`src/swr_defs.svh`:
```
// Purpose: Timing constants for the supervisor watchdog reset block.
// Assumes: Core clock of 100 MHz; times kept in their printed units.
// Notes:   Cycle counts are derived here, least times rounded up.
`ifndef SWR_DEFS_SVH
`define SWR_DEFS_SVH

// Core clock rate in hertz
`define SWR_CLK_HZ 64'd100000000

// Reset stretch after supply recovers, or from the first drive cycle for the other causes, in ms
`define SWR_RESET_HOLD_MS 64'd500
// Watchdog timeout, typical, in ms
`define SWR_WD_TIMEOUT_MS 64'd700
// Allowed window for the watchdog timeout, in ms
`define SWR_WD_MIN_MS 64'd500
`define SWR_WD_MAX_MS 64'd900
// Least strobe width the processor gives, in ns
`define SWR_STROBE_WIDTH_NS 64'd500
// Longest delay from low supply to pin low, in ns
`define SWR_DETECT_DELAY_NS 64'd100
// Settling time demanded of an external pull-low, in ms
`define SWR_DEBOUNCE_MS 64'd10

// Least time in ms to cycles, rounded up
`define SWR_MS_TO_CYC_UP(ms) (((ms) * `SWR_CLK_HZ + 64'd999) / 64'd1000)
// Least time in ns to cycles, rounded up
`define SWR_NS_TO_CYC_UP(ns) (((ns) * `SWR_CLK_HZ + 64'd999999999) / 64'd1000000000)
// Longest time in ns to cycles, rounded down
`define SWR_NS_TO_CYC_DN(ns) (((ns) * `SWR_CLK_HZ) / 64'd1000000000)

// Cycles from supply detect to pin low in this design
`define SWR_DETECT_LATENCY 64'd1

`endif

```
`src/swr_pkg.sv`:
```
// Purpose: Types shared by the supervisor watchdog reset block.
// Assumes: Nothing beyond SystemVerilog packed types.
// Notes:   Constants live in swr_defs.svh.
package swr_pkg;

    // Supervisor states
    typedef enum logic [1:0] {
        SWR_ST_RUN  = 2'b00,
        SWR_ST_HOLD = 2'b01
    } swr_state_t;

    // Cause of the reset now (or last) driven
    typedef enum logic [1:0] {
        SWR_CAUSE_NONE     = 2'b00,
        SWR_CAUSE_POWER    = 2'b01,
        SWR_CAUSE_WATCHDOG = 2'b10,
        SWR_CAUSE_OVERRIDE = 2'b11
    } swr_cause_t;

    // Sensed level of the shared pin, from the analog front end
    typedef struct packed {
        logic at_reset_low;  // Pin below the logic low level
        logic at_strobe_low; // Pin at or below strobe_low_level
    } swr_pin_sense_t;

    // Open-drain drive of the shared pin
    typedef struct packed {
        logic drive_out;  // Always low
        logic drive_oe_n; // Low while pulling the pin down
    } swr_pin_drive_t;

    // Status for observation
    typedef struct packed {
        logic in_reset;    // Pin is being pulled low by us
        swr_cause_t cause; // What started the present or last reset, or a supply dip during it
    } swr_status_t;

endpackage

```
`src/swr_qualify.sv`:
```
// Purpose: Level qualifier: flags a level that has stood for CYCLES cycles.
// Assumes: Level and enable synchronous to clk.
// Notes:   Count restarts whenever the level drops or enable is low.
`timescale 1ns/1ps
module swr_qualify #(
    parameter int unsigned CYCLES = 50
) (
    input wire logic clk,
    input wire logic rst_n,
    input wire logic enable,
    input wire logic level,
    output logic held
);
    localparam int unsigned CW = $clog2(CYCLES + 1);
    localparam logic [CW-1:0] CMAX = CW'(CYCLES);

    // A zero count would qualify noise at once
    if (CYCLES < 1) begin : g_bad_cycles
        $error("swr_qualify: CYCLES must be at least 1");
    end

    logic [CW-1:0] count; // Cycles the level has stood so far

    // Count up while the level stands, saturate at the target
    always_ff @(posedge clk or negedge rst_n) begin
        if (!rst_n) begin
            count <= '0;
        end else if (!enable || !level) begin
            // Any gap starts the count over
            count <= '0;
        end else if (count != CMAX) begin
            count <= count + CW'(1);
        end
    end

    // Stays high while the level keeps standing
    assign held = (count == CMAX);
endmodule

```
`src/swr_supervisor.sv`:
```
// Purpose: Supervisor logic behind a shared open-drain reset/strobe pin.
// Assumes: Comparator and pin sense levels are synchronous to core_clk.
// Notes:   Analog thresholds and the divider network sit outside.
// What this block does
// - Low supply pulls pin low within 100 ns
// - Hold pin low 500 ms after supply recovers
// - Open-drain pull-down only, on every reset cause
// - Strobe-level pin restarts watchdog when not resetting
// - Missed strobe gives reset of 500 ms
// - Repeat reset pulses each period until strobed
// - Watchdog timeout 700 ms, inside 500 to 900
// - Debounce external pull-low before treating it
// - Override yields total reset of 500 ms
`timescale 1ns/1ps
`include "swr_defs.svh"
module swr_supervisor
    import swr_pkg::*;
#(
    parameter int unsigned HOLD_CYCLES = int'(`SWR_MS_TO_CYC_UP(`SWR_RESET_HOLD_MS)),
    parameter int unsigned WD_CYCLES = int'(`SWR_MS_TO_CYC_UP(`SWR_WD_TIMEOUT_MS)),
    parameter int unsigned DEBOUNCE_CYCLES = int'(`SWR_MS_TO_CYC_UP(`SWR_DEBOUNCE_MS))
) (
    input wire logic core_clk,
    input wire logic rst_n,
    input wire logic supply_low,
    input wire swr_pin_sense_t pin_sense,
    output swr_pin_drive_t reset_strobe_pin,
    output swr_status_t status
);
    // Strobe qualification time, short enough to need no parameter
    localparam int unsigned STROBE_CYCLES = int'(`SWR_NS_TO_CYC_UP(`SWR_STROBE_WIDTH_NS));
    // Longest allowed latency from low supply to pin low
    localparam int unsigned DETECT_CYCLES = int'(`SWR_NS_TO_CYC_DN(`SWR_DETECT_DELAY_NS));
    localparam int unsigned HW = $clog2(HOLD_CYCLES + 1);
    localparam int unsigned WW = $clog2(WD_CYCLES + 1);
    localparam logic [HW-1:0] HOLD_LAST = HW'(HOLD_CYCLES - 1);
    localparam logic [WW-1:0] WD_LAST = WW'(WD_CYCLES - 1);

    // Hold or watchdog counts below two cycles, or a zero debounce, leave the state machine no room
    if (HOLD_CYCLES < 2 || WD_CYCLES < 2 || DEBOUNCE_CYCLES < 1) begin : g_bad_counts
        $error("swr_supervisor: timing counts too small");
    end
    // A watchdog shorter than one strobe could never be fed in time
    if (STROBE_CYCLES + 2 > WD_CYCLES) begin : g_bad_strobe
        $error("swr_supervisor: watchdog shorter than a strobe");
    end

    // The registered drive path must meet the detect delay
    if (`SWR_DETECT_LATENCY > 64'(DETECT_CYCLES)) begin : g_bad_detect
        $error("swr_supervisor: drive latency exceeds detect delay");
    end

    logic rst_meta;              // First reset synchroniser stage
    logic rst_sync_n;            // Released reset used by the design
    swr_state_t state;           // Running or holding reset
    swr_state_t next_state;      // State for the next cycle
    swr_cause_t cause;           // Latched reset cause
    swr_cause_t next_cause;      // Cause for the next cycle
    logic [HW-1:0] hold_count;   // Cycles of the current reset stretch
    logic [WW-1:0] wd_count;     // Cycles since the last valid strobe
    logic drive_oe_n;            // Registered pin enable, low drives
    logic strobe_held;           // Strobe level has stood long enough
    logic strobe_held_q;         // Previous strobe_held, for edge
    logic strobe_event;          // One pulse per valid strobe
    logic override_held;         // External pull-low is debounced
    logic sense_enable;          // Pin sense valid: we are not driving
    logic wd_expired;            // Watchdog reached its timeout

    // Reset release through two flops; assertion stays asynchronous
    always_ff @(posedge core_clk or negedge rst_n) begin
        if (!rst_n) begin
            rst_meta <= 1'b0;
            rst_sync_n <= 1'b0;
        end else begin
            rst_meta <= 1'b1;
            rst_sync_n <= rst_meta;
        end
    end

    // Sense only while released; our own pull-down would read as a press
    assign sense_enable = drive_oe_n;

    // Strobe must stand a full strobe width; shorter dips are noise
    swr_qualify #(
        .CYCLES(STROBE_CYCLES)
    ) u_strobe (
        .clk(core_clk),
        .rst_n(rst_sync_n),
        .enable(sense_enable),
        .level(pin_sense.at_strobe_low),
        .held(strobe_held)
    );

    // External pull-low is filtered for contact bounce
    swr_qualify #(
        .CYCLES(DEBOUNCE_CYCLES)
    ) u_override (
        .clk(core_clk),
        .rst_n(rst_sync_n),
        .enable(sense_enable),
        .level(pin_sense.at_reset_low),
        .held(override_held)
    );

    // Edge of the qualified strobe; a pin stuck at strobe level
    // restarts the watchdog only once, so it cannot mask a hang
    always_ff @(posedge core_clk or negedge rst_sync_n) begin
        if (!rst_sync_n) begin
            strobe_held_q <= 1'b0;
        end else begin
            strobe_held_q <= strobe_held;
        end
    end
    assign strobe_event = strobe_held && !strobe_held_q;

    assign wd_expired = (wd_count == WD_LAST);

    // Next state and cause
    always_comb begin
        next_state = state;
        next_cause = cause;
        unique case (state)
            SWR_ST_RUN: begin
                // Supply loss wins over the other causes
                if (supply_low) begin
                    next_state = SWR_ST_HOLD;
                    next_cause = SWR_CAUSE_POWER;
                end else if (override_held) begin
                    next_state = SWR_ST_HOLD;
                    next_cause = SWR_CAUSE_OVERRIDE;
                end else if (wd_expired && !strobe_event) begin
                    next_state = SWR_ST_HOLD;
                    next_cause = SWR_CAUSE_WATCHDOG;
                end
            end
            SWR_ST_HOLD: begin
                // A supply dip during the stretch keeps the reset going
                if (supply_low) begin
                    next_cause = SWR_CAUSE_POWER;
                end else if (hold_count == HOLD_LAST) begin
                    next_state = SWR_ST_RUN;
                end
            end
        endcase
    end

    // State register; power-up starts in the reset stretch
    always_ff @(posedge core_clk or negedge rst_sync_n) begin
        if (!rst_sync_n) begin
            state <= SWR_ST_HOLD;
        end else begin
            state <= next_state;
        end
    end

    // Cause register, shown on the status port
    always_ff @(posedge core_clk or negedge rst_sync_n) begin
        if (!rst_sync_n) begin
            cause <= SWR_CAUSE_POWER;
        end else begin
            cause <= next_cause;
        end
    end

    // Reset stretch counter; counts only with the supply good
    always_ff @(posedge core_clk or negedge rst_sync_n) begin
        if (!rst_sync_n) begin
            hold_count <= '0;
        end else if (state != SWR_ST_HOLD || supply_low) begin
            // Restart so the full stretch follows recovery
            hold_count <= '0;
        end else if (hold_count != HOLD_LAST) begin
            // Counts from our first drive cycle, so an override
            // pulse totals at least the stretch time
            hold_count <= hold_count + HW'(1);
        end
    end

    // Watchdog counter; it saturates at expiry, so a missed decision
    // cannot wrap round and hide a hung processor
    always_ff @(posedge core_clk or negedge rst_sync_n) begin
        if (!rst_sync_n) begin
            wd_count <= '0;
        end else if (state == SWR_ST_HOLD) begin
            // Full period after every reset pulse
            wd_count <= '0;
        end else if (strobe_event) begin
            wd_count <= '0;
        end else if (!wd_expired) begin
            // Expiry re-enters the stretch, and the zero above makes
            // the next pulse come one period later if still silent
            wd_count <= wd_count + WW'(1);
        end
    end

    // Pin enable follows next state, one cycle after supply detect
    always_ff @(posedge core_clk or negedge rst_sync_n) begin
        if (!rst_sync_n) begin
            // Pulled low through reset and power-up
            drive_oe_n <= 1'b0;
        end else begin
            drive_oe_n <= (next_state != SWR_ST_HOLD);
        end
    end

    // Open drain: the data side is never high, only the enable moves;
    // one assignment keeps a single driver on the packed port
    assign reset_strobe_pin = '{
        drive_out: 1'b0,
        drive_oe_n: drive_oe_n
    };

    // Status view, taken from registers only
    // so the observer never sees a decode glitch
    assign status = '{
        in_reset: !drive_oe_n,
        cause: cause
    };
endmodule

```
`config.mk`:
```
export PLATFORM = sky130hd
export DESIGN_NAME = swr_supervisor
export DESIGN_NICKNAME = d
export VERILOG_FILES = /design/src/swr_pkg.sv /design/src/swr_qualify.sv /design/src/swr_supervisor.sv
export VERILOG_INCLUDE_DIRS = /design/src
export SDC_FILE = /design/constraint.sdc
export NUM_CORES = 1
export LEC_CHECK = 0
export ABC_AREA = 1
export ABC_CLOCK_PERIOD_IN_PS = 6280
export BUFFER_PORTS_ARGS = -buffer_cell sky130_fd_sc_hd__buf_2
export CAP_MARGIN = 25
export CORE_MARGIN = 5
export CORE_UTILIZATION = 50
export DETAILED_ROUTE_END_ITERATION = 7
export PLACE_DENSITY_LB_ADDON = 0.25
export SLEW_MARGIN = 20
export SYNTH_ARGS = -nofsm -noshare
export SYNTH_HDL_FRONTEND = slang
export SYNTH_SLANG_ARGS = --single-unit
```
`constraint.sdc`:
```
create_clock -name core_clk -period 6.28 [get_ports core_clk]
set_input_delay 0.314 -clock core_clk [delete_from_list [all_inputs] [get_ports core_clk]]
set_output_delay 0.314 -clock core_clk [all_outputs]
set_load 0.01 [all_outputs]
```
==> metrics.md, run 1 <==
| Metric | Value |
|---|---|
| Area Growth Syn to Fin | `7.84%` |
| Row Count | `36` |
| Maxcap violations | `0` |
| CP required | `6.57 ns` |
| Clock insertion delay at the later pin of the skew report | `0.36 ns` |
| Seq/Total Area, Yosys | `0.432` |
| Critical Path Start Type | `flop` |
| Wl on met1 | `5.10 mm` |
| Die Span Y | `110 um` |
| Met3 WL | `227 um` |
| DR vias/cell | `5.17` |
| Syn Std Cell Area | `5040 sq um` |
| Worst Path Max Fanout | `11` |
| Fin crit share | `0.276` |
| Max-slew violation count | `0` |
| Fin. Hold Viols | `0` |
| Final WL | `10.1 mm` |
| Placer Congestion | `0.893` |
| Placed insts | `786` |
| Setup TNS | `0 ns` |
| Most frequent cells in the layout | `nand2_1, nor2_1, dfrtp_1` |
| Post-synth EDFFs | `0` |
| Asr flop ratio synth | `1.00` |
| CTS tree | `yes` |
| ANT cells | `0` |
| Core box area | `9820 sq um` |
| Hold path start | `pin_sense[0]` |
| Mapped Cells | `650` |
| Yosys top cell by area | `dfrtp_1` |
| Worst-Margin Slew | `0.553 ns` |
| CTS root buf | `clkbuf_8` |
| Met2 wire len | `4.65 mm` |
| Worst setup path start | `u_strobe.count[0]$_DFFE_PN0P_` |
| Die Area | `12200 sq um` |
| Syn Nets | `661` |
| Largest net degree at the start of global routing | `44` |
| CTS clock-pin slew for the worst setup and hold paths | `0.10 ns` |
| Max VDD drop | `0.123 mV` |
| PD cells | `184 nW/um^2` |
| Layout Nets | `676` |
| Longest Clk Path Bufs | `2` |
| Routed Antenna Nets | `0` |
| YS warnings | `0` |
| I/O pin count | `10` |
| Final core occ | `0.554` |
| Clock Skew | `0.0122 ns` |
| Initial DRC count | `187` |
| Total CTS buffers | `9` |
| RSZ-0062 raised after global routing | `no` |
| Max layer used | `met4` |
| Die X | `110 um` |
| Drt pass-1 iters | `4` |
| Initial Utilization | `0.513` |
| Gr ovfl total | `0` |
| Unique cell type count in the Yosys netlist | `46` |
| Avg Cell Area, Syn | `7.76 sq um` |
| # clock sinks | `87` |
| Initial antenna violation count | `0` |
| Final setup vio count | `0` |
| Htree depth | `3` |
| Worst setup EP type | `flop` |
| Non-Filler Instances | `803` |
| Max-slew headroom | `0.631` |
| Leakage | `2.23 nW` |
| Routed length per placed instance | `12.6 um` |
| Final min period | `1.74 ns` |
| Hpwl dp | `7.70 mm` |
| Multi-input combinational cell area | `2460 sq um` |
| Area contributors post-synth | `dfrtp_1, nand2_1, nor2_1` |
| Gr usage total | `0.173` |
| CP max-delay cell | `dfrtp_1` |
| Layout fillers | `954` |
| Number of global-route vias before repair | `3972` |
| Prevailing post-synth register cell | `dfrtp_1` |
| Share of layout cells above drive strength 1 | `0.137` |
| Share of the synthesized area in the top cell type | `0.422` |
| # DRC | `0` |
| CP Cell Sequence | `inv_1 > ha_1 > nand2_1 > nor2_2 > nand2_2 > nor2_4 > inv_4 > nand2_8 > inv_2 > o21ai_0 > a2bb2oi_1` |
| Crit path largest cell delay | `0.42 ns` |
| Crit path kind | `reg2reg` |
| Worst hold path class | `in2reg` |
| First-pass GRT wire length | `17.9 mm` |
| FMAX | `576 MHz` |
| Outcome | `complete, no violations` |
| Crit path DAT | `2.02 ns` |
| FF+latch count, synth | `87` |
| Reg2reg start | `u_strobe.count[0]$_DFFE_PN0P_` |
| Seq. cell area | `2180 sq um` |
| I/O Buffers | `8` |
| Vias | `4152` |
| Commonest non-fill, non-tap cell in the layout | `nand2_1` |
repair_timing:
| item | in CTS | in global routing |
|---|---|---|
| hold buffers | 1 | 0 |
| hold endpoints to repair | 2 | 0 |
| gates resized for setup | 0 | 0 |
| setup buffers | 0 | 0 |
critical path, delay by kind of cell, from the launching register on:
family | cells | cell delay, ns
compound gates | 2 | 0.31
simple gates | 5 | 0.37
flops | 1 | 0.42
buf+inv | 3 | 0.37
fa+ha+maj | 1 | 0.19
state kept, by name (all words and copies together), names as in the netlist:
| signal | cells |
|---|---|
| rst_sync_n | 1 |
| strobe_held_q | 1 |
| u_strobe.count | 6 |
| rst_meta | 1 |
| u_override.count | 20 |
| drive_oe_n | 1 |
| state | 2 |
| cause | 2 |
| wd_count | 27 |
| hold_count | 26 |
layout make-up:
cell class / instances / area share
multi-input combinational: 465 / 0.452
sequential: 87 / 0.402
inverter: 92 / 0.0654
tap: 133 / 0.0306
clock buffer: 10 / 0.0253
timing repair buffer: 10 / 0.0129
clock inverter: 6 / 0.0124
cells by family after synthesis:
kind of cell               synth area share
xor gates and xnor gates             0.0295
DFF                                   0.432
buffers and inverters                0.0804
other                               0.00149
and+or+nand+nor                       0.356
adders and majority gates            0.0149
AOI/OAI and AO/OA                    0.0856
metal layers:
layer,GRT usage,vias to the layer above
li1,-,2125
met1,0.237,1976
met2,0.281,38
met3,0.0257,13
met4,0.0567,0
met5,0,-
cell usage after synthesis (9+ instances only):
library cell	number
inv_1	82
dfrtp_1	85
nor2_1	102
xor2_1	12
a21oi_1	32
nand4_1	21
nor3_1	11
nand2_1	125
nor2_2	11
o21ai_0	26
nand3_1	38
nand2_2	9
report_power, final:
group / internal (W) / switching, W
clock: 0.000197 / 0.000213
sequential: 0.000563 / 0.00000722
combinational: 0.00000641 / 0.0000141
total: 0.000767 / 0.000234
worst paths after layout:
path	endpoint	slack, ns	depth (start not counted)
worst max-delay path	wd_count[12]$_DFFE_PN0P_	4.54	11
min in group asynchronous	rst_sync_n$_DFF_PN0_	0.25	2
max in group asynchronous	state[0]$_DFF_PN1_	5.29	1
worst max register to register	wd_count[12]$_DFFE_PN0P_	4.54	11
worst min register to register	u_override.count[14]$_DFFE_PN0P_	0.33	0
worst min-delay path	u_strobe.count[5]$_DFFE_PN0P_	0.24	3
through the flow:
step / total power, W / hold slack, ns / instance area (sq um) / setup WS, ns
after floorplan: 0.000594 / 0.0184 / 5040 / 3.68
after global placement: 0.000601 / 0.0978 / 5200 / 4.63
after detailed placement: 0.000603 / 0.0996 / 5220 / 4.58
after CTS: 0.00101 / 0.234 / 5440 / 4.55
after global routing: 0.00104 / 0.245 / 5440 / 4.43
final: 0.00100 / 0.242 / 5440 / 4.54
Power figures use the tool's default switching activity.
==> run 2: changes to the inputs <==
ABC_CLOCK_PERIOD_IN_PS = 1700   (was 6280)
clock period = 1.7 ns   (was 6.28 ns; I/O delays follow)
==> run 2 against run 1 <==
Cell area up 3.5%. Sequential power rose to 3.7 times the previous value. Register-to-register slack worse by 4.5 ns. Power rose to 3.6 times the previous value. Global-route usage up 1.1 points.
==> metrics.md, run 2 (synthesized netlist as in run 1, its figures left out) <==
| Metric | Value |
|---|---|
| Max-slew violation count | `0 (unchanged)` |
| Max-slew headroom | `0.638 (+0.00701)` |
| Area Growth Syn to Fin | `11.6%` |
| I/O pin count | `10 (unchanged)` |
| Share of layout cells above drive strength 1 | `0.172 (+0.0342)` |
| Most frequent cells in the layout | `nand2_1, nor2_1, dfrtp_1` |
| Initial antenna violation count | `0 (unchanged)` |
| Grt met3 use | `0.0383 (+0.0126)` |
| Worst-Margin Slew | `0.543 ns (-0.0105 ns)` |
| Max reg flops | `27 (unchanged)` |
| Leakage | `2.30 nW (+3.4%)` |
| Reg with most FFs | `wd_count` |
| Drt pass-1 iters | `4 (unchanged)` |
| Routed Antenna Nets | `0 (unchanged)` |
| Grt met1 use | `0.236 (-0.000917)` |
| Fin. Hold Viols | `0 (unchanged)` |
| Commonest non-fill, non-tap cell in the layout | `nand2_1` |
| Largest net degree at the start of global routing | `42 (-4.5%)` |
| ANT cells | `0 (unchanged)` |
| DR vias/cell | `5.18 (+0.14%)` |
| Number of global-route vias before repair | `4226 (+6.4%)` |
| Gr ovfl total | `0 (unchanged)` |
| Top Registers | `wd_count (27), hold_count (26), u_override.count (20)` |
| Core box area | `9820 sq um (unchanged)` |
| PD cells | `640 nW/um^2 (+250%)` |
| Longest Clk Path Bufs | `2 (unchanged)` |
| Placer Congestion | `0.917 (+2.7%)` |
| Crit path kind | `reg2reg` |
| Vias | `4251 (+2.4%)` |
| Worst setup EP type | `flop` |
| Hpwl dp | `7.98 mm (+3.7%)` |
| # clock sinks | `87 (unchanged)` |
| Die Area | `12200 sq um (unchanged)` |
| FMAX | `618 MHz (+7.2%)` |
| Crit path DAT | `1.88 ns (-0.14 ns)` |
| Final min period | `1.62 ns (-0.117 ns)` |
| GR peak layer | `met2` |
| Critical Path Start Type | `flop` |
| CTS tree | `yes` |
| Fin crit share | `0.952 (+0.676)` |
| Worst Path Max Fanout | `6 (-5)` |
| Final WS setup | `0.0818 ns (-4.46 ns)` |
| Met2 usage | `0.305 (+0.0247)` |
| RSZ-0062 raised after global routing | `yes` |
| Gr usage total | `0.183 (+0.0105)` |
| # DRC | `0 (unchanged)` |
| Layout fillers | `929 (-2.6%)` |
| CTS root buf | `clkbuf_8` |
| Routed length per placed instance | `12.9 um (+2.4%)` |
| Pre-CTS setup slack | `0.0196 ns (-4.56 ns)` |
| First-pass GRT wire length | `18.9 mm (+5.2%)` |
| Die Span Y | `110 um (unchanged)` |
| Row Count | `36 (unchanged)` |
| Layout Nets | `694 (+2.7%)` |
| I/O Buffers | `8 (unchanged)` |
| Outcome | `complete, no violations` |
| Initial DRC count | `235 (+26%)` |
| Total CTS buffers | `9 (unchanged)` |
| Maxcap violations | `0 (unchanged)` |
| Clock insertion delay at the later pin of the skew report | `0.37 ns (about the same)` |
| Worst hold path class | `in2reg` |
| CTS clock-pin slew for the worst setup and hold paths | `0.09 ns (about the same)` |
| Clock Skew | `0.0117 ns (-0.000560 ns)` |
| Htree depth | `3 (unchanged)` |
| Initial Utilization | `0.513 (unchanged)` |
| Power, Total | `0.00360 W (+260%)` |
| Max VDD drop | `0.892 mV (+620%)` |
| Final WL | `10.6 mm (+4.7%)` |
| Multi-input combinational cell area | `2520 sq um (+2.5%)` |
| CP required | `1.96 ns (-4.61 ns)` |
| Seq. cell area | `2180 sq um (about the same)` |
| Die X | `110 um (unchanged)` |
| Final setup vio count | `0 (unchanged)` |
run 2: repair_timing:
item                       in CTS  in global routing
hold buffers                    3                  0
gates cloned                    0                  0
gates resized for setup         1                 16
setup endpoints to repair       1                 24
buffers inserted                0                  7
hold endpoints to repair        3                  0
pin swaps                       0                  6
run 2: final timing paths:
kind	cells after the start	slack, ns	startpoint	to
worst max-delay path	10	0.08	wd_count[1]$_DFFE_PN0P_	wd_count[22]$_DFFE_PN0P_
worst min-delay path	4	0.10	pin_sense[1]	u_override.count[18]$_DFFE_PN0P_
worst max register to register	10	0.08	wd_count[1]$_DFFE_PN0P_	wd_count[22]$_DFFE_PN0P_
worst min register to register	0	0.33	rst_sync_n$_DFF_PN0_	u_override.count[14]$_DFFE_PN0P_
max in group asynchronous	1	0.81	rst_sync_n$_DFF_PN0_	strobe_held_q$_DFF_PN0_
min in group asynchronous	0	0.33	rst_sync_n$_DFF_PN0_	u_override.count[14]$_DFFE_PN0P_
run 2: final cells by class:
class / count / area share
clock buffers: 10 / 0.0227
clock inverters: 6 / 0.0109
inverters: 92 / 0.0636
multi-input cells: 465 / 0.448
flip-flops and latches: 87 / 0.388
well taps: 133 / 0.0296
repair buffers: 28 / 0.0374
run 2: report_power, final:
group,internal (W),total [W],switching (W)
sequential,0.00208,0.00211,0.0000264
combinational,0.0000344,0.0000912,0.0000568
clock,0.000674,0.00140,0.000729
run 2: routing by layer:
layer	routed length [um]	vias to the layer above
li1	-	2163
met1	5080	2014
met2	5040	60
met3	318	14
met4	158	0
met5	0	-
run 2: worst max-delay path: stages (launching register included):
cell and delay, ns:
dfrtp_1 0.43, ha_4 0.17, nand2_2 0.09, nor2_4 0.19, nand2_2 0.09, inv_2 0.08
nand3_2 0.10, nor2_4 0.12, nand2_1 0.05, nor2_1 0.13, nor3_2 0.06
run 2: per-stage QoR:
step / util / cells / cell area [sq um] / hold WS, ns / TNS [ns]
2_1_floorplan: - / 650 / 5040 / -0.211 / 0
3_3_place_gp: 0.539 / 795 / 5290 / -0.130 / 0
3_5_place_dp: 0.539 / 795 / 5290 / -0.127 / 0
4_1_cts: 0.561 / 814 / 5510 / 0.0820 / 0
5_1_grt: 0.573 / 821 / 5630 / 0.100 / -0.104
6_report: 0.573 / 821 / 5630 / 0.101 / 0
==> run 3: changes to the inputs <==
CORE_UTILIZATION = 40   (was 50)
==> run 3 against run 2 <==
Hold slack lost 0.061 ns. Maximum frequency rose by 1.0%. Critical path type unchanged. Clock power increased by 60%.
==> metrics.md, run 3 (synthesized netlist as in run 1, its figures left out) <==
| Metric | Value |
|---|---|
| # clock sinks | `87 (unchanged)` |
| Logic pwr share | `0.021 (-0.004)` |
| Layout Nets | `693 (-0.14%)` |
| Initial antenna violation count | `0 (unchanged)` |
| Final WL | `10.9 mm (+2.9%)` |
| I/O Buffers | `8 (unchanged)` |
| Power, Total | `0.00443 W (+23%)` |
| Max reg flops | `27 (unchanged)` |
| CP Cell Sequence | `ha_2 > nand2_2 > nor2_4 > nand2_2 > inv_2 > nand3_2 > nor2_4 > nand2_1 > nor2_1 > nor3_2` |
| FMAX | `624 MHz (+1.0%)` |
| Drt pass-1 iters | `5 (+1)` |
| Placer Congestion | `0.896 (-2.3%)` |
| Worst setup EP type | `flop` |
| Initial DRC count | `354 (+51%)` |
| DR vias/cell | `4.95 (-4.5%)` |
| Routed Antenna Nets | `0 (unchanged)` |
| CP max-delay cell | `dfrtp_1` |
| Worst hold path class | `in2async` |
| ANT cells | `0 (unchanged)` |
| Final setup vio count | `0 (unchanged)` |
| Outcome | `complete, no violations` |
| Total CTS buffers | `9 (unchanged)` |
| Die X | `122 um (+11%)` |
| Top Registers | `wd_count (27), hold_count (26), u_override.count (20)` |
| Area Growth Syn to Fin | `15.4%` |
| I/O pin count | `10 (unchanged)` |
| Gr usage total | `0.155 (-0.0288)` |
| Maxcap violations | `0 (unchanged)` |
| Crit path largest cell delay | `0.40 ns (-0.03 ns)` |
| Most frequent cells in the layout | `nand2_1, nor2_1, dfrtp_1` |
| Htree depth | `3 (unchanged)` |
| Max VDD drop | `0.489 mV (-45%)` |
| Reg power frac | `0.474 (-0.111)` |
| Gr ovfl total | `0 (unchanged)` |
| Worst r2r path cells | `10 (unchanged)` |
| Longest Clk Path Bufs | `2 (unchanged)` |
| Initial Utilization | `0.404 (-0.109)` |
| Power share of the clock group | `0.505 (+0.115)` |
| Largest net degree at the start of global routing | `45 (+7.1%)` |
| Final min period | `1.60 ns (-0.0161 ns)` |
| Reg with most FFs | `wd_count` |
| Worst Path Max Fanout | `5 (-1)` |
| Core box area | `12500 sq um (+27%)` |
| Setup TNS | `0 ns (unchanged)` |
| Clock insertion delay at the later pin of the skew report | `0.34 ns (-0.03 ns)` |
| Share of layout cells above drive strength 1 | `0.173 (+0.00171)` |
| Fin. Hold Viols | `0 (unchanged)` |
| Number of global-route vias before repair | `4073 (-3.6%)` |
| CP required | `1.93 ns (-0.03 ns)` |
| Net Sw Power | `0.000871 W (+7.3%)` |
| Placed insts | `832 (+4.7%)` |
| Die Area | `14900 sq um (+23%)` |
| CTS clock-pin slew for the worst setup and hold paths | `0.06 ns (-0.03 ns)` |
| Reg2reg start | `wd_count[0]$_DFFE_PN0P_` |
| Leakage | `2.38 nW (+3.3%)` |
| FF-to-FF setup slack | `0.1 ns (+0.02 ns)` |
| Die Span Y | `122 um (+11%)` |
| Crit path DAT | `1.83 ns (-0.05 ns)` |
| CTS tree | `yes` |
| Clock Skew | `0.00697 ns (-0.00473 ns)` |
| Vias | `4248 (-0.071%)` |
| Fin crit share | `0.942 (-0.00947)` |
| Row Count | `41 (+14%)` |
| Pint | `0.00356 W (+28%)` |
| Sw frac | `0.197 (-0.0289)` |
| Non-Filler Instances | `859 (+4.6%)` |
| Routed length per placed instance | `12.7 um (-1.6%)` |
| Hpwl dp | `8.10 mm (+1.5%)` |
| CTS root buf | `clkbuf_16` |
| # DRC | `0 (unchanged)` |
| Max-slew violation count | `0 (unchanged)` |
| Reg2reg end | `wd_count[22]$_DFFE_PN0P_` |
| First-pass GRT wire length | `18.7 mm (-0.95%)` |
| Crit path kind | `reg2reg` |
| Commonest non-fill, non-tap cell in the layout | `nand2_1` |
| Critical Path Start Type | `flop` |
| PD cells | `762 nW/um^2 (+19%)` |
-- run 3: cell types whose count changed in the layout (fill, tap and decap cells not counted), sizes merged --
cell,delta
clkbuf,+4
clkinv,-4
buf,+1
dlygate4sd3,-2
clkinvlp,-1
bufinv,+1
-- run 3: area by class of cell --
class                           count  area, sq um
Tap cell                          172          215
Fill cell                        1170         6650
Sequential cell                    87         2180
Inverter                           92          358
Timing Repair Buffer               27          198
Clock buffer                       14          284
Clock inverter                      2         60.1
Multi-Input combinational cell    465         2520
-- run 3: worst max-delay path by stage --
stage	from	endpoint	slack, ns	depth (start not counted)
floorplan	u_strobe.count[0]$_DFFE_PN0P_	wd_count[2]$_DFFE_PN0P_	0.18	12
global placement	u_strobe.count[0]$_DFFE_PN0P_	wd_count[12]$_DFFE_PN0P_	0.14	11
detailed placement	u_strobe.count[0]$_DFFE_PN0P_	wd_count[10]$_DFFE_PN0P_	0.06	11
CTS	u_strobe.count[0]$_DFFE_PN0P_	wd_count[10]$_DFFE_PN0P_	0.04	11
global route	u_strobe.count[0]$_DFFE_PN0P_	wd_count[0]$_DFFE_PN0P_	-0.02	11
finish	wd_count[0]$_DFFE_PN0P_	wd_count[22]$_DFFE_PN0P_	0.1	10
-- run 3: power groups by stage --
stage,registers (W),clock network [W],logic (W)
floorplan,0.00216,0,0.0000375
global placement,0.00214,0,0.0000926
detailed placement,0.00214,0,0.0000943
CTS,0.00210,0.00230,0.0000961
global route,0.00210,0.00238,0.000112
finish,0.00210,0.00224,0.0000951
-- run 3: timing repair --
item / in CTS / in global routing
endpoints found under the hold margin: 2 / 0
resized for setup: 0 / 16
buffers inserted: 0 / 10
setup endpoints to repair: 0 / 25
hold buffers: 1 / 0
-- run 3: layer usage --
| layer | vias to the layer above | GRT usage | wire length (um) |
|---|---|---|---|
| met5 | - | 0 | 0 |
| li1 | 2161 | - | - |
| met3 | 16 | 0.0286 | 405 |
| met1 | 1990 | 0.211 | 5260 |
| met4 | 0 | 0.0553 | 187 |
| met2 | 81 | 0.247 | 5050 |
-- run 3: critical path, delay by kind of cell, from the launching register on --
| family | cells | cell delay (ns) |
|---|---|---|
| adder cells (fa/ha/maj) | 1 | 0.22 |
| flip-flops | 1 | 0.40 |
| buffers and inverters | 1 | 0.08 |
| AND/OR/NAND/NOR | 8 | 0.79 |
-- run 3: per-stage QoR --
stage          cell area, sq um  hold WS [ns]  setup WS (ns)  utilization
2_1_floorplan              5040        -0.211          0.176            -
3_3_place_gp               5320        -0.131          0.139        0.427
3_5_place_dp               5320        -0.129         0.0565        0.427
4_1_cts                    5680        0.0348         0.0430        0.455
5_1_grt                    5820        0.0417        -0.0249        0.467
6_report                   5820        0.0402         0.0979        0.467
